`src/hw/fic_defines.svh`:
```
// Constants of the four-level interrupt controller: slots, vectors, resets.
// Assumes inclusion by bare name from every design file that needs them.
`ifndef FIC_DEFINES_SVH
`define FIC_DEFINES_SVH

`define FIC_NUM_SLOTS 19
`define FIC_RESERVED_SLOTS 19'h2_A000
`define FIC_VEC_BASE 16'h0003
`define FIC_FLAG_RST 1'b0
`define FIC_PIN_RST 1'b1
`define FIC_SVC_RST 4'h0
`define FIC_SRC_EXT0 5'h00
`define FIC_SRC_TMR0 5'h01
`define FIC_SRC_EXT1 5'h02
`define FIC_SRC_TMR1 5'h03
`define FIC_SRC_UART0 5'h04
`define FIC_SRC_TMR2 5'h05
`define FIC_SRC_EXT2 5'h06
`define FIC_SRC_SPI 5'h07
`define FIC_SRC_ADC 5'h08
`define FIC_SRC_PCA 5'h09
`define FIC_SRC_SYS 5'h0a
`define FIC_SRC_KBD 5'h0b
`define FIC_SRC_TWI 5'h0c
`define FIC_SRC_UART1 5'h0e
`define FIC_SRC_TMR3 5'h10
`define FIC_SRC_DMA 5'h12

`endif

```
`src/hw/fic_pkg.sv`:
```
// Types shared by the interrupt controller modules.
// Assumes nothing beyond a SystemVerilog compiler.
package fic_pkg;

    // All request flags held by the controller
    typedef struct packed {
        logic       ext0_request_flag;
        logic       ext1_request_flag;
        logic       ext2_request_flag;
        logic       timer0_overflow_flag;
        logic       timer1_overflow_flag;
        logic       uart0_receive_flag;
        logic       uart0_transmit_flag;
        logic       uart1_receive_flag;
        logic       uart1_transmit_flag;
        logic       timer2_overflow_flag;
        logic       timer2_external_flag;
        logic       timer2_low_half_overflow;
        logic       timer3_overflow_flag;
        logic       timer3_external_flag;
        logic       timer3_low_half_overflow;
        logic       serial_periph_done_flag;
        logic       conversion_done_flag;
        logic       counter_array_overflow_flag;
        logic [5:0] compare_module_flags;
        logic       clock_overflow_flag;
        logic       brownout_zero_flag;
        logic       brownout_one_flag;
        logic       watchdog_overflow_flag;
        logic       bus_start_detect_flag;
        logic       bus_stop_detect_flag;
        logic       keypad_match_flag;
        logic       twi_state_flag;
        logic       dma_complete_flag;
        logic       dma_timer_a_flag;
        logic       dma_timer_b_flag;
    } fic_flags_t;

    // Priority rank: 3 is level 1 (highest), 0 is level 4
    typedef logic [1:0] fic_rank_t;

    // Request presented to the core
    typedef struct packed {
        logic       req;
        logic [4:0] src;
        logic [15:0] vector;
        fic_rank_t  rank;
    } fic_cpu_req_t;

endpackage : fic_pkg

```
`src/hw/fic_flag.sv`:
```
// One request flag: hardware set, software write, auto clear, follow mode.
// Assumes all controls come from logic on clk, already synchronised.
`timescale 1ns/1ps
`include "fic_defines.svh"
module fic_flag (
    input  wire logic clk,
    input  wire logic resetn,
    input  wire logic hw_set,
    input  wire logic hw_clr,
    input  wire logic sw_wr,
    input  wire logic sw_data,
    input  wire logic follow,
    input  wire logic level,
    output logic      flag_r
);

    logic flag_nxt;

    ////////////////////////////////////////////////////////////////////////
    // Next value: follow mode, then set over any clear
    always_comb begin
        if (follow) begin
            flag_nxt = level;
        end else if (hw_set) begin
            flag_nxt = 1'b1;
        end else if (sw_wr) begin
            flag_nxt = sw_data;
        end else if (hw_clr) begin
            flag_nxt = 1'b0;
        end else begin
            flag_nxt = flag_r;
        end
    end

    // Flag storage
    always_ff @(posedge clk or negedge resetn) begin
        if (!resetn) begin
            flag_r <= `FIC_FLAG_RST;
        end else begin
            flag_r <= flag_nxt;
        end
    end

endmodule : fic_flag

```
`src/hw/fic_top.sv`:
```
// Four-level interrupt controller: flags, gating, arbitration, vectoring.
// Assumes peripheral set pulses and core strobes are on clk; pins are async.
`timescale 1ns/1ps
`include "fic_defines.svh"
module fic_top
    import fic_pkg::*;
(
    input  wire logic          clk,
    input  wire logic          resetn,
    input  wire logic          global_irq_enable,
    input  wire logic [18:0]   src_enable,
    input  wire logic [18:0]   priority_high_bit,
    input  wire logic [18:0]   priority_low_bit,
    input  wire logic          ext0_trigger_type,
    input  wire logic          ext1_trigger_type,
    input  wire logic          ext2_trigger_type,
    input  wire logic          uart_tx_sysflag_route,
    input  wire logic          ext_irq_pin_zero_n,
    input  wire logic          ext_irq_pin_one_n,
    input  wire logic          ext_irq_pin_two_n,
    input  wire fic_flags_t    hw_flag_set,
    input  wire fic_flags_t    sw_flag_wr,
    input  wire fic_flags_t    sw_flag_data,
    input  wire logic          vector_ack,
    input  wire logic          service_return,
    output fic_cpu_req_t       cpu_req,
    output fic_flags_t         flag_state,
    output logic [3:0]         in_service
);

    localparam int NF = $bits(fic_flags_t);
    localparam int NS = `FIC_NUM_SLOTS;
    localparam logic [NS-1:0] RSV_MASK = `FIC_RESERVED_SLOTS;

    logic [2:0]   pin_meta_r;
    logic [2:0]   pin_sync_r;
    logic [2:0]   pin_prev_r;
    logic [2:0]   ext_active;
    logic [2:0]   ext_fall;
    logic [2:0]   ext_trig;
    fic_flags_t   set_v;
    fic_flags_t   clr_v;
    fic_flags_t   follow_v;
    fic_flags_t   level_v;
    logic [NF-1:0] flag_flat;
    fic_flags_t   fl;
    logic [NS-1:0] src_raw;
    logic [NS-1:0] src_pend;
    logic         win_found;
    logic [4:0]   win_idx;
    fic_rank_t    win_rank;
    fic_rank_t    svc_top;
    logic         preempt_ok;
    logic         acked;
    fic_cpu_req_t cpu_req_r;
    logic [3:0]   in_service_r;
    logic [3:0]   in_service_nxt;

    ////////////////////////////////////////////////////////////////////////
    // External pins: two-stage synchroniser, then edge detect

    // Pins idle high, so reset to the released level
    always_ff @(posedge clk or negedge resetn) begin
        if (!resetn) begin
            pin_meta_r <= {3{`FIC_PIN_RST}};
            pin_sync_r <= {3{`FIC_PIN_RST}};
            pin_prev_r <= {3{`FIC_PIN_RST}};
        end else begin
            pin_meta_r <= {ext_irq_pin_two_n, ext_irq_pin_one_n,
                           ext_irq_pin_zero_n};
            pin_sync_r <= pin_meta_r;
            pin_prev_r <= pin_sync_r;
        end
    end

    // Low level asserts, falling edge triggers
    assign ext_active = ~pin_sync_r;
    assign ext_fall   = ~pin_sync_r & pin_prev_r;
    assign ext_trig   = {ext2_trigger_type, ext1_trigger_type,
                         ext0_trigger_type};

    ////////////////////////////////////////////////////////////////////////
    // Flag controls: set sources, follow mode, auto clear

    assign acked = vector_ack && cpu_req_r.req;

    // Hardware sets; external flags set on an edge in transition mode
    always_comb begin
        set_v = hw_flag_set;
        set_v.ext0_request_flag = ext_trig[0] & ext_fall[0];
        set_v.ext1_request_flag = ext_trig[1] & ext_fall[1];
        set_v.ext2_request_flag = ext_trig[2] & ext_fall[2];
    end

    // Level mode: flag mirrors the pin
    always_comb begin
        follow_v = '0;
        level_v  = '0;
        follow_v.ext0_request_flag = ~ext_trig[0];
        follow_v.ext1_request_flag = ~ext_trig[1];
        follow_v.ext2_request_flag = ~ext_trig[2];
        level_v.ext0_request_flag  = ext_active[0];
        level_v.ext1_request_flag  = ext_active[1];
        level_v.ext2_request_flag  = ext_active[2];
    end

    // Only edge-mode external and timer 0/1 flags clear on vectoring
    always_comb begin
        clr_v = '0;
        if (acked) begin
            unique case (cpu_req_r.src)
                `FIC_SRC_EXT0: clr_v.ext0_request_flag = ext_trig[0];
                `FIC_SRC_EXT1: clr_v.ext1_request_flag = ext_trig[1];
                `FIC_SRC_EXT2: clr_v.ext2_request_flag = ext_trig[2];
                `FIC_SRC_TMR0: clr_v.timer0_overflow_flag = 1'b1;
                `FIC_SRC_TMR1: clr_v.timer1_overflow_flag = 1'b1;
                default: clr_v = '0;
            endcase
        end
    end

    ////////////////////////////////////////////////////////////////////////
    // Flag storage, one cell per flag

    for (genvar g = 0; g < NF; g++) begin : g_flag
        fic_flag u_flag (
            .clk     (clk),
            .resetn  (resetn),
            .hw_set  (set_v[g]),
            .hw_clr  (clr_v[g]),
            .sw_wr   (sw_flag_wr[g]),
            .sw_data (sw_flag_data[g]),
            .follow  (follow_v[g]),
            .level   (level_v[g]),
            .flag_r  (flag_flat[g])
        );
    end

    assign fl = fic_flags_t'(flag_flat);

    ////////////////////////////////////////////////////////////////////////
    // Per-slot requests from the stored flags

    always_comb begin
        src_raw = '0;
        src_raw[`FIC_SRC_EXT0] = fl.ext0_request_flag;
        src_raw[`FIC_SRC_TMR0] = fl.timer0_overflow_flag;
        src_raw[`FIC_SRC_EXT1] = fl.ext1_request_flag;
        src_raw[`FIC_SRC_TMR1] = fl.timer1_overflow_flag;
        src_raw[`FIC_SRC_UART0] = fl.uart0_receive_flag
                                | fl.uart0_transmit_flag;
        src_raw[`FIC_SRC_TMR2] = fl.timer2_overflow_flag
                               | fl.timer2_external_flag
                               | fl.timer2_low_half_overflow;
        src_raw[`FIC_SRC_EXT2] = fl.ext2_request_flag;
        src_raw[`FIC_SRC_SPI] = fl.serial_periph_done_flag;
        src_raw[`FIC_SRC_ADC] = fl.conversion_done_flag;
        src_raw[`FIC_SRC_PCA] = fl.counter_array_overflow_flag
                              | (|fl.compare_module_flags);
        src_raw[`FIC_SRC_SYS] = fl.clock_overflow_flag
                              | fl.brownout_zero_flag
                              | fl.brownout_one_flag
                              | fl.watchdog_overflow_flag
                              | fl.bus_start_detect_flag
                              | fl.bus_stop_detect_flag
                              | (fl.uart0_transmit_flag
                                 & uart_tx_sysflag_route);
        src_raw[`FIC_SRC_KBD] = fl.keypad_match_flag;
        src_raw[`FIC_SRC_TWI] = fl.twi_state_flag;
        src_raw[`FIC_SRC_UART1] = fl.uart1_receive_flag
                                | fl.uart1_transmit_flag;
        src_raw[`FIC_SRC_TMR3] = fl.timer3_overflow_flag
                               | fl.timer3_external_flag
                               | fl.timer3_low_half_overflow;
        src_raw[`FIC_SRC_DMA] = fl.dma_complete_flag
                              | fl.dma_timer_a_flag
                              | fl.dma_timer_b_flag;
    end

    // Gate by own enable and global enable; reserved slots never pend
    assign src_pend = src_raw & src_enable & ~`FIC_RESERVED_SLOTS
                    & {NS{global_irq_enable}};

    ////////////////////////////////////////////////////////////////////////
    // Arbitration: highest rank, lowest slot among equals

    // Walk from slot 18 down; ties overwrite, so the lowest slot wins
    always_comb begin
        fic_rank_t rk;
        rk        = '0;
        win_found = 1'b0;
        win_idx   = '0;
        win_rank  = '0;
        for (int i = NS - 1; i >= 0; i--) begin
            rk = {priority_high_bit[i], priority_low_bit[i]};
            if (src_pend[i] && (!win_found || rk >= win_rank)) begin
                win_found = 1'b1;
                win_idx   = 5'(i);
                win_rank  = rk;
            end
        end
    end

    // Highest level now in service
    always_comb begin
        svc_top = '0;
        for (int k = 0; k < 4; k++) begin
            if (in_service_r[k]) begin
                svc_top = 2'(k);
            end
        end
    end

    // Only a strictly higher level may preempt
    assign preempt_ok = (in_service_r == `FIC_SVC_RST)
                     || (win_rank > svc_top);

    ////////////////////////////////////////////////////////////////////////
    // Request to the core, registered

    // Acknowledge drops the strobe so a cleared flag is not presented twice
    always_ff @(posedge clk or negedge resetn) begin
        if (!resetn) begin
            cpu_req_r <= '0;
        end else if (acked) begin
            cpu_req_r.req <= 1'b0;
        end else begin
            cpu_req_r.req    <= win_found && preempt_ok;
            cpu_req_r.src    <= win_idx;
            cpu_req_r.vector <= `FIC_VEC_BASE
                              + {8'h00, win_idx, 3'b000};
            cpu_req_r.rank   <= win_rank;
        end
    end

    ////////////////////////////////////////////////////////////////////////
    // In-service levels: set on vectoring, highest cleared on return

    always_comb begin
        in_service_nxt = in_service_r;
        if (service_return) begin
            in_service_nxt[svc_top] = 1'b0;
        end
        if (acked) begin
            in_service_nxt[cpu_req_r.rank] = 1'b1;
        end
    end

    // Level bookkeeping
    always_ff @(posedge clk or negedge resetn) begin
        if (!resetn) begin
            in_service_r <= `FIC_SVC_RST;
        end else begin
            in_service_r <= in_service_nxt;
        end
    end

    assign cpu_req    = cpu_req_r;
    assign flag_state = fl;
    assign in_service = in_service_r;

    logic [18:0] en_d_r;
    logic [18:0] hi_d_r;
    logic [18:0] lo_d_r;
    logic        glob_d_r;
    logic [3:0]  svc_d_r;
    fic_rank_t   top_d_r;

    // Controls as seen by the arbiter one cycle back
    always_ff @(posedge clk or negedge resetn) begin
        if (!resetn) begin
            en_d_r  <= '0;
            hi_d_r  <= '0;
            lo_d_r  <= '0;
            glob_d_r <= 1'b0;
            svc_d_r <= '0;
            top_d_r <= '0;
        end else begin
            en_d_r  <= src_enable;
            hi_d_r  <= priority_high_bit;
            lo_d_r  <= priority_low_bit;
            glob_d_r <= global_irq_enable;
            svc_d_r <= in_service_r;
            top_d_r <= svc_top;
        end
    end
endmodule : fic_top

```
`config.mk`:
```
export PLATFORM = sky130hd
export DESIGN_NAME = fic_top
export DESIGN_NICKNAME = d
export VERILOG_FILES = /design/src/hw/fic_pkg.sv /design/src/hw/fic_flag.sv /design/src/hw/fic_top.sv
export VERILOG_INCLUDE_DIRS = /design/src /design/src/hw
export SDC_FILE = /design/constraint.sdc
export NUM_CORES = 1
export LEC_CHECK = 0
export BUFFER_PORTS_ARGS = -buffer_cell sky130_fd_sc_hd__buf_2
export CORE_MARGIN = 3
export CORE_UTILIZATION = 45
export DETAILED_ROUTE_END_ITERATION = 10
export GPL_ROUTABILITY_DRIVEN = 1
export PLACE_DENSITY = 0.93
export SLEW_MARGIN = 15
export SYNTH_ARGS = -nofsm -noshare
export SYNTH_HDL_FRONTEND = slang
export SYNTH_SLANG_ARGS = --single-unit
export TNS_END_PERCENT = 10
```
`constraint.sdc`:
```
create_clock -name clk -period 19.9 [get_ports clk]
set_input_delay 3.98 -clock clk [delete_from_list [all_inputs] [get_ports clk]]
set_output_delay 3.98 -clock clk [all_outputs]
set_load 0.01 [all_outputs]
```
==> impl_metrics.env, run 1 <==
export IMPL_mostFrequentLayoutCells="buf_2, buf_4, dfrtp_1"
export IMPL_drive_gt1_frac=0.535
export IMPL_crit_slowest_cell="or3_1"
export IMPL_worstSetupPathType="in2reg"
export IMPL_grt_pass1_wl_mm=24.2
export IMPL_synthArstFlopShare=1.00
export IMPL_clkLatencyLatePin_ns=0.33
export IMPL_drv_slew=0
export IMPL_post_route_period_util=1.04
export IMPL_stdcell_count=869
export IMPL_critPathArrivalTime_ns=20.87
export IMPL_worstMarginPinSlew_ns=0.735
export IMPL_rsz0062_at_grt="true"
export IMPL_wl_met1_mm=5.70
export IMPL_dp_hpwl_mm=11.8
export IMPL_drt_initial_drc_count=269
export IMPL_synth_top_family_by_area="compound AO/OA/AOI/OAI gates"
export IMPL_power_density_nw_per_um2=77.0
export IMPL_min_to="pin_sync_r[1]"
export IMPL_drt_vias_per_instance=5.55
export IMPL_dieWidth_um=104
export IMPL_setup_violations=8
export IMPL_hold_ws_ns=0.359
export IMPL_synth_compound_area_frac=0.262
export IMPL_min_path_cells=0
export IMPL_crit_fanout=7
export IMPL_wl_met2_mm=8.08
export IMPL_wl_met3_mm=1.01
export IMPL_ys_types=73
export IMPL_cts_hold_fix_buffers=0
export IMPL_port_buffer_count=215
export IMPL_timing_fmax_ghz=0.0484
export IMPL_gr_usage_all_layers=0.271
export IMPL_fin_area_um2=6460
export IMPL_worstPathRequired_ns=20.11
export IMPL_maxCapViolations=0
export IMPL_preCtsSetupSlack_ns=-1.26
export IMPL_cts_path_max_buffers=2
export IMPL_fin_ws_ns=-0.757
export IMPL_synthXorXnorAreaFrac=0
export IMPL_area_growth_synth_to_final_pct=48.3
export IMPL_ys_warn_count=0
export IMPL_routedWlPerCell_um=17.7
export IMPL_layout_commonest_cell="buf_2"
export IMPL_endpoint_kind="flip-flop"
export IMPL_grt_max_degree=58
export IMPL_h_tree_depth=3
export IMPL_num_io_pins=237
export IMPL_ant_nets=0
export IMPL_avgSynthCellArea_um2=8.96
export IMPL_relSlewSlack=0.510
export IMPL_status="complete, but fails checks"
export IMPL_worst_r2r_path_depth=91
export IMPL_core_area_um2=9330
export IMPL_ff2ff_setup_slack_ns=2.28
export IMPL_cpPeakStageDelay_ns=0.40
export IMPL_nNetsFinal=931
export IMPL_synthCells=486
export IMPL_hp_class="reg2reg"
export IMPL_synthAdderAreaFrac=0.0661
export IMPL_dpl_cell_area_um2=5880
export IMPL_numPlacedInstances=829
export IMPL_die_h_um=104
export IMPL_min_from="pin_meta_r[1]"
export IMPL_synth_flop_cell="dfrtp_1"
export IMPL_finalClockSkew_ns=0.0106
export IMPL_drt_first_pass_iters=6
export IMPL_synth_edf_count=0
export IMPL_start_util=0.467
export IMPL_clkTransAtPathRegs_ns=0.07
export IMPL_synthMuxAreaShare=0.0132
export IMPL_violations="setup timing"
export IMPL_dieArea_um2=10900
export IMPL_worstReg2RegStart="g_flag[0].u_flag.flag_r"
export IMPL_highest_layer="met4"
export IMPL_vias=4819
export IMPL_cts_root_buf="clkbuf_8"
export IMPL_synth_simple_area_share=0.207
export IMPL_gr_total_overflow=0
export IMPL_leakagePower_nw=3.14
export IMPL_drc=0
export IMPL_numCtsBuffers=9
export IMPL_grt_pass1_vias=5144
export IMPL_startpoint_type="input port"
export IMPL_wirelength_mm=15.4
export IMPL_hold_viol_final=0
export IMPL_syn_cell_area_um2=4360
export IMPL_place_congestion=0.898
export IMPL_rows=35
export IMPL_antenna_found_initial=0
export IMPL_synth_seq_cells=57
export IMPL_cts_tree="yes"
export IMPL_finalCriticalPeriod_ns=20.66
export IMPL_ir_drop_v=0.0000606
export IMPL_cts_sinks=57
export IMPL_cp_num_buf_inv=4
export IMPL_seq_area_frac_synth=0.330
export IMPL_crit_family="compound AO/OA/AOI/OAI gates"
export IMPL_path_common_cell="ha_1"
export IMPL_r2r_end="cpu_req[23]"
[cells by family after synthesis]
| group | after synthesis |
|---|---|
| muxes | 5 |
| buffers and inverters | 87 |
| adders and majority gates | 23 |
| DFF | 57 |
| AOI/OAI and AO/OA | 144 |
| other | 1 |
| and+or+nand+nor | 169 |
[state kept, by name (all words and copies together), names as in the netlist]
| name | count |
|---|---|
| cpu_req | 9 |
| pin_prev_r | 3 |
| pin_meta_r | 3 |
| in_service | 4 |
| g_flag.u_flag.flag_r | 35 |
| pin_sync_r | 3 |
[synth_stat cells, drive strengths merged (3+ instances only)]
master | count | share of area
a211o | 30 | 0.060
and2 | 3 | 0.0043
a21oi | 27 | 0.035
nor2 | 24 | 0.022
dfstp | 9 | 0.054
ha | 23 | 0.066
and3 | 6 | 0.0086
clkbuf | 4 | 0.0034
or2 | 3 | 0.0043
dfrtp | 48 | 0.28
o211ai | 4 | 0.0080
nand4 | 5 | 0.0072
mux2 | 3 | 0.0086
buf | 53 | 0.092
nand2b | 15 | 0.022
a21o | 4 | 0.0072
nor2b | 37 | 0.053
nor3 | 8 | 0.0092
nor3b | 3 | 0.0075
a221oi | 4 | 0.013
nor4 | 5 | 0.0072
nand3 | 10 | 0.011
o21a | 4 | 0.0069
o21ai | 25 | 0.030
o31ai | 6 | 0.010
or3 | 4 | 0.0057
o311ai | 6 | 0.018
inv | 30 | 0.026
a21boi | 4 | 0.0069
a211oi | 4 | 0.0069
nand2 | 42 | 0.036
[stage by stage]
step | util | power [mW] | setup TNS (ns)
2_1_floorplan | - | 0.280 | -2.65
3_3_place_gp | 0.631 | 0.339 | -2.98
3_5_place_dp | 0.631 | 0.350 | -7.54
4_1_cts | 0.680 | 0.487 | -1.56
5_1_grt | 0.693 | 0.527 | -9.03
6_report | 0.693 | 0.497 | -3.31
[power by group]
part / internal, mW / total [mW] / switching [mW]
sequential: 0.133 / 0.156 / 0.0229
combinational: 0.110 / 0.219 / 0.109
clock: 0.0715 / 0.122 / 0.0509
total: 0.314 / 0.497 / 0.183
[worst max path at each step]
| stage | from | to | cells after the start | slack, ns |
|---|---|---|---|---|
| 2_1_floorplan | global_irq_enable | cpu_req[23] | 93 | -0.66 |
| 3_3_place_gp | src_enable[18] | cpu_req[23] | 91 | -0.65 |
| 3_5_place_dp | src_enable[18] | cpu_req[23] | 92 | -1.26 |
| 4_1_cts | src_enable[18] | cpu_req[23] | 93 | -0.49 |
| 5_1_grt | global_irq_enable | cpu_req[23] | 95 | -1.45 |
| 6_report | src_enable[18] | cpu_req[23] | 92 | -0.76 |
[routing by layer]
| metal | track usage | vias to the layer above |
|---|---|---|
| met3 | 0.0590 | 66 |
| met5 | 0 | - |
| met4 | 0.123 | 0 |
| li1 | - | 2218 |
| met2 | 0.492 | 252 |
| met1 | 0.301 | 2283 |
[cell type report]
type                            count  area (µm²)
Antenna cell                        1        2.50
Clock buffer                        9         124
Clock inverter                      7         103
Fill cell                         697        2870
Inverter                           30         113
Multi-Input combinational cell    350        2910
Sequential cell                    57        1440
Tap cell                          129         161
Timing Repair Buffer              286        1610
[repair_timing]
item                                   4_1_cts  5_1_grt
setup endpoints to repair                    8        8
endpoints found under the hold margin        0        0
pin swaps                                   25       10
gates resized for setup                     15       15
buffers inserted                            19        4
Power figures use the tool's default switching activity.
==> inputs of run 2 (changes only) <==
--- a/config.mk
+++ b/config.mk
@@ -8,10 +8,10 @@
 export LEC_CHECK = 0
 export BUFFER_PORTS_ARGS = -buffer_cell sky130_fd_sc_hd__buf_2
 export CORE_MARGIN = 3
-export CORE_UTILIZATION = 45
+export CORE_UTILIZATION = 25
 export DETAILED_ROUTE_END_ITERATION = 10
 export GPL_ROUTABILITY_DRIVEN = 1
-export PLACE_DENSITY = 0.93
+export PLACE_DENSITY = 0.62
 export SLEW_MARGIN = 15
 export SYNTH_ARGS = -nofsm -noshare
 export SYNTH_HDL_FRONTEND = slang
==> run 2 against run 1 <==
The run still ends with setup timing left. Routed wire length decreased by 6.9%. Fmax increased by 0.66%. Clock skew decreased by 0.0079 ns. Critical path type unchanged.
==> impl_metrics.env, run 2 (synthesized netlist as in run 1, its figures left out) <==
export IMPL_numCtsBuffers=9
export IMPL_top_register="g_flag.u_flag.flag_r"
export IMPL_leakagePower_nw=3.18
export IMPL_post_route_period_util=1.03
export IMPL_r2r_end="cpu_req[21]"
export IMPL_grt_max_degree=58
export IMPL_vias=4533
export IMPL_multi_input_area_um2=2810
export IMPL_endpoint="cpu_req[21]"
export IMPL_area_growth_synth_to_final_pct=51.4
export IMPL_setup_violations=8
export IMPL_fin_ws_ns=-0.621
export IMPL_drc=0
export IMPL_relSlewSlack=0.486
export IMPL_maxCapViolations=0
export IMPL_clkTransAtPathRegs_ns=0.05
export IMPL_largest_reg_flops=35
export IMPL_violations="setup timing"
export IMPL_cts_path_max_buffers=2
export IMPL_cpPeakStageDelay_ns=0.39
export IMPL_rsz0062_at_grt="true"
export IMPL_cts_tree="yes"
export IMPL_antenna_found_initial=1
export IMPL_startpoint_type="input port"
export IMPL_ff2ff_setup_slack_ns=2.44
export IMPL_endpoint_kind="flip-flop"
export IMPL_worstReg2RegStart="g_flag[0].u_flag.flag_r"
export IMPL_gr_total_overflow=0
export IMPL_ant_nets=0
export IMPL_hp_class="reg2reg"
export IMPL_place_congestion=0.770
export IMPL_layout_commonest_cell="buf_2"
export IMPL_start_util=0.259
export IMPL_routedWlPerCell_um=14.9
export IMPL_grt_pass1_vias=4628
export IMPL_dp_hpwl_mm=11.5
export IMPL_worstSetupPathType="in2reg"
export IMPL_worstMarginPinSlew_ns=0.768
export IMPL_drt_vias_per_instance=4.69
export IMPL_cts_sinks=57
export IMPL_cp_depth=91
export IMPL_drt_first_pass_iters=4
export IMPL_drv_slew=0
export IMPL_dieArea_um2=19000
export IMPL_worst_r2r_path_depth=90
export IMPL_grt_pass1_wl_mm=23.3
export IMPL_port_buffer_count=215
export IMPL_crit_fanout=6
export IMPL_path_common_cell="ha_1"
export IMPL_cp_num_buf_inv=5
export IMPL_crit_slowest_cell="mux2_2"
export IMPL_hold_viol_final=0
export IMPL_gr_usage_all_layers=0.148
export IMPL_ir_drop_v=0.0000442
export IMPL_utilization=0.392
export IMPL_clkLatencyLatePin_ns=0.32
export IMPL_critPathArrivalTime_ns=20.78
export IMPL_core_area_um2=16800
export IMPL_finalCriticalPeriod_ns=20.52
export IMPL_worstPathRequired_ns=20.16
export IMPL_regArea_um2=1440
export IMPL_num_io_pins=237
export IMPL_finalClockSkew_ns=0.00276
export IMPL_power_density_nw_per_um2=78.8
export IMPL_p_total_uw=519
export IMPL_status="complete, but fails checks"
export IMPL_nNetsFinal=937
export IMPL_worstSetupStartpoint="src_enable[18]"
export IMPL_die_h_um=138
export IMPL_crit_family="compound AO/OA/AOI/OAI gates"
export IMPL_nFillCells=1717
export IMPL_rows=47
export IMPL_h_tree_depth=3
export IMPL_drt_initial_drc_count=158
export IMPL_wirelength_mm=14.4
export IMPL_mostFrequentLayoutCells="buf_2, buf_4, dfrtp_1"
export IMPL_cts_root_buf="clkbuf_16"
export IMPL_drive_gt1_frac=0.523
export IMPL_timing_fmax_ghz=0.0487
export IMPL_dieWidth_um=138
==> run 2: cell types whose count changed in the layout (fill, tap and decap cells not counted), moves of 2 or more <==
cell       delta
clkbuf_16     +9
clkbuf_8      -9
buf_4         +6
clkinv_2      +3
ha_1          +3
ha_4          -3
clkinv_4      -2
nor2_1        +2
nor2_2        -2
==> run 2: stage by stage <==
step	area (µm²)	setup TNS, ns	worst slack (ns)	cells	hold slack (ns)
after floorplan	4710	-2.65	-0.665	494	0.345
after global placement	6030	-5.56	-0.991	925	0.346
after detailed placement	6030	-6.60	-1.12	925	0.349
after CTS	6540	-2.65	-0.564	961	0.357
after global routing	6600	-10.80	-1.60	966	0.359
final	6600	-3.27	-0.621	966	0.355
==> run 2: metal layers <==
layer  up-vias  track usage  share of wire
met2       142        0.254           0.50
met4         0       0.0504          0.014
met5         -            0              0
met3        13       0.0249          0.044
li1       2232            -              -
met1      2146        0.189           0.44
==> run 2: worst min path at each step <==
stage          depth (start not counted)     startpoint             to  slack [ns]
6_report                               0  pin_meta_r[0]  pin_sync_r[0]        0.35
5_1_grt                                0  pin_meta_r[2]  pin_sync_r[2]        0.36
4_1_cts                                0  pin_meta_r[0]  pin_sync_r[0]        0.36
3_5_place_dp                           0  pin_meta_r[0]  pin_sync_r[0]        0.35
3_3_place_gp                           0  pin_meta_r[1]  pin_sync_r[1]        0.35
2_1_floorplan                          0  pin_meta_r[0]  pin_sync_r[0]        0.35
==> run 2: cell type report <==
| cell class | instances | area share |
|---|---|---|
| well taps | 220 | 0.0417 |
| flip-flops and latches | 57 | 0.218 |
| diodes | 1 | 0.000379 |
| clock buffers | 9 | 0.0341 |
| repair buffers | 292 | 0.251 |
| clock inverters | 7 | 0.0106 |
| multi-input cells | 350 | 0.427 |
| inverters | 30 | 0.0171 |
==> run 2: timing repair <==
item	in CTS	in global routing
setup endpoints to repair	8	8
pin swaps	25	7
setup buffers	20	4
hold endpoints to repair	0	0
gates resized for setup	11	4
hold buffers	0	0
==> run 2: worst reg2reg max path: cells and delay by family (launching register included) <==
| kind | cells | cell delay (ns) |
|---|---|---|
| adders and majority gates | 15 | 3.99 |
| buffers and inverters | 4 | 0.45 |
| DFF | 1 | 0.43 |
| AOI/OAI and AO/OA | 36 | 6.72 |
| muxes | 4 | 1.34 |
| and+or+nand+nor | 31 | 4.48 |
==> run 2: where the power goes <==
group	internal [mW]	leakage [nW]	switching, mW
sequential	0.133	0.615	0.0224
combinational	0.109	2.42	0.103
clock	0.0967	0.146	0.0558
total	0.339	3.18	0.181
==> inputs of run 3 (changes only) <==
--- a/config.mk
+++ b/config.mk
@@ -7,11 +7,10 @@
 export NUM_CORES = 1
 export LEC_CHECK = 0
 export BUFFER_PORTS_ARGS = -buffer_cell sky130_fd_sc_hd__buf_2
-export CORE_MARGIN = 3
+export CORE_MARGIN = 2
 export CORE_UTILIZATION = 25
 export DETAILED_ROUTE_END_ITERATION = 10
 export GPL_ROUTABILITY_DRIVEN = 1
-export PLACE_DENSITY = 0.62
 export SLEW_MARGIN = 15
 export SYNTH_ARGS = -nofsm -noshare
 export SYNTH_HDL_FRONTEND = slang
==> run 3 against run 2 <==
Sequential share of layout area fell by 0.38 points. Clock power barely moved. Sequential power barely moved. Largest cell class unchanged. Cell area rose by 1.8%. Fmax rose by 0.33%. Cell count rose by 1.7%. The run still ends with setup timing left. Setup slack improved by 0.067 ns. Global-route usage rose by 0.61 points. Utilization fell by 0.13 points. Clock skew rose by 0.0053 ns. Power rose by 1.6%.
==> impl_metrics.env, run 3 (synthesized netlist as in run 1, its figures left out) <==
export IMPL_violations="setup timing"
export IMPL_finalClockSkew_ns=0.00806
export IMPL_rsz0062_at_grt="true"
export IMPL_drive_gt1_frac=0.538
export IMPL_ir_drop_v=0.0000360
export IMPL_drt_initial_drc_count=208
export IMPL_power_density_nw_per_um2=78.6
export IMPL_grt_max_degree=58
export IMPL_vias=4546
export IMPL_critPathArrivalTime_ns=20.71
export IMPL_regArea_um2=1440
export IMPL_die_h_um=136
export IMPL_h_tree_depth=3
export IMPL_gr_total_overflow=0
export IMPL_drt_vias_per_instance=4.63
export IMPL_p_seq_frac=0.295
export IMPL_post_route_period_util=1.03
export IMPL_start_util=0.254
export IMPL_layout_commonest_cell="buf_2"
export IMPL_nNetsFinal=948
export IMPL_top_register="g_flag.u_flag.flag_r"
export IMPL_path_common_cell="ha_1"
export IMPL_timing_fmax_ghz=0.0489
export IMPL_endpoint_kind="flip-flop"
export IMPL_hold_ws_ns=0.354
export IMPL_numCtsBuffers=9
export IMPL_setup_violations=7
export IMPL_leakagePower_nw=3.22
export IMPL_port_buffer_count=215
export IMPL_nFillCells=1761
export IMPL_area_growth_synth_to_final_pct=54.1
export IMPL_gr_usage_all_layers=0.154
export IMPL_num_io_pins=237
export IMPL_clkTransAtPathRegs_ns=0.06
export IMPL_stdcell_count=982
export IMPL_mostFrequentLayoutCells="buf_2, buf_4, dfrtp_1"
export IMPL_finalCriticalPeriod_ns=20.45
export IMPL_drv_slew=0
export IMPL_crit_fanout=6
export IMPL_dieWidth_um=136
export IMPL_routedWlPerCell_um=14.6
export IMPL_drc=0
export IMPL_crit_slowest_cell="or3_1"
export IMPL_largest_reg_flops=35
export IMPL_worstPathRequired_ns=20.15
export IMPL_core_area_um2=17200
export IMPL_rows=48
export IMPL_clkLatencyLatePin_ns=0.33
export IMPL_antenna_found_initial=1
export IMPL_startpoint_type="input port"
export IMPL_dieArea_um2=18500
export IMPL_utilization=0.391
export IMPL_status="complete, but fails checks"
export IMPL_pwr_share_comb=0.409
export IMPL_cts_root_buf="clkbuf_16"
export IMPL_cts_tree="yes"
export IMPL_cpPeakStageDelay_ns=0.42
export IMPL_power_share_clock=0.296
export IMPL_grt_pass1_wl_mm=22.4
export IMPL_relSlewSlack=0.479
export IMPL_hp_class="reg2reg"
export IMPL_swShare=0.347
export IMPL_cts_path_max_buffers=2
export IMPL_fin_ws_ns=-0.554
export IMPL_hold_viol_final=0
export IMPL_dp_hpwl_mm=11.3
export IMPL_maxCapViolations=0
export IMPL_place_congestion=0.771
export IMPL_ant_nets=0
export IMPL_numPlacedInstances=931
export IMPL_worstSetupPathType="in2reg"
export IMPL_cts_sinks=57
export IMPL_drt_first_pass_iters=4
export IMPL_grt_pass1_vias=4440
export IMPL_worstMarginPinSlew_ns=0.781
export IMPL_multi_input_area_um2=2830
export IMPL_p_sw_uw=183
export IMPL_intPower_uw=345
export IMPL_wirelength_mm=14.3
## run 3: changes by cell type in the layout (fill, tap and decap cells not counted), moves of 2 or more
cell      change
a211oi_1      -2
clkinv_2      -2
buf_4        +11
o21ai_1       -2
a211oi_2      +2
## run 3: repair_timing
| action | CTS | global route |
|---|---|---|
| hold buffers | 0 | 0 |
| setup endpoints to repair | 8 | 8 |
| gates resized for setup | 12 | 7 |
| pin swaps | 29 | 9 |
| buffers inserted | 26 | 8 |
## run 3: worst paths after layout
check                                   startpoint                  endpoint  slack (ns)  cells past startpoint
max in group asynchronous                   resetn   g_flag[2].u_flag.flag_r       15.56                      2
hold reg to reg                      pin_meta_r[2]             pin_sync_r[2]        0.35                      0
setup / recovery                    src_enable[18]               cpu_req[23]       -0.55                     91
setup reg to reg           g_flag[0].u_flag.flag_r               cpu_req[23]        2.50                     90
min in group asynchronous                   resetn  g_flag[34].u_flag.flag_r        3.80                      2
hold / removal                       pin_meta_r[2]             pin_sync_r[2]        0.35                      0
## run 3: critical path: cells and delay by family
family	cells	cell delay, ns
fa+ha+maj	16	4.20
compound gates	40	6.91
mux	4	1.26
buf+inv	2	0.24
simple gates	29	4.09
## run 3: power by group through the flow
stage                     Clock [mW]  Combinational, mW  Sequential [mW]
after floorplan                    0              0.125            0.155
after global placement             0              0.191            0.158
after detailed placement           0              0.194            0.158
after CTS                      0.162              0.209            0.156
after global routing           0.166              0.239            0.159
final                          0.156              0.216            0.156
## run 3: metrics by stage
stage          worst slack [ns]  TNS (ns)  cell area (µm²)  power (mW)
2_1_floorplan            -0.665     -2.65             4710       0.280
3_3_place_gp             -0.991     -5.56             6050       0.349
3_5_place_dp              -1.13     -6.66             6050       0.352
4_1_cts                  -0.581     -2.49             6610       0.527
5_1_grt                   -1.42     -9.31             6710       0.564
6_report                 -0.554     -2.54             6710       0.528
## run 3: final cells by class
cell class,count,area share
antenna,1,0.000373
clock buffer,10,0.0356
clock inverter,6,0.0101
inverter,30,0.0168
sequential,57,0.214
tap,225,0.0419
multi-input combinational,350,0.422
timing repair buffer,303,0.259
## run 3: routing by layer
layer,GRT usage,up-vias,part of all wire
li1,-,2246,-
met1,0.200,2126,0.43
met2,0.257,155,0.49
met3,0.0272,19,0.061
met4,0.0532,0,0.019
met5,0,-,0
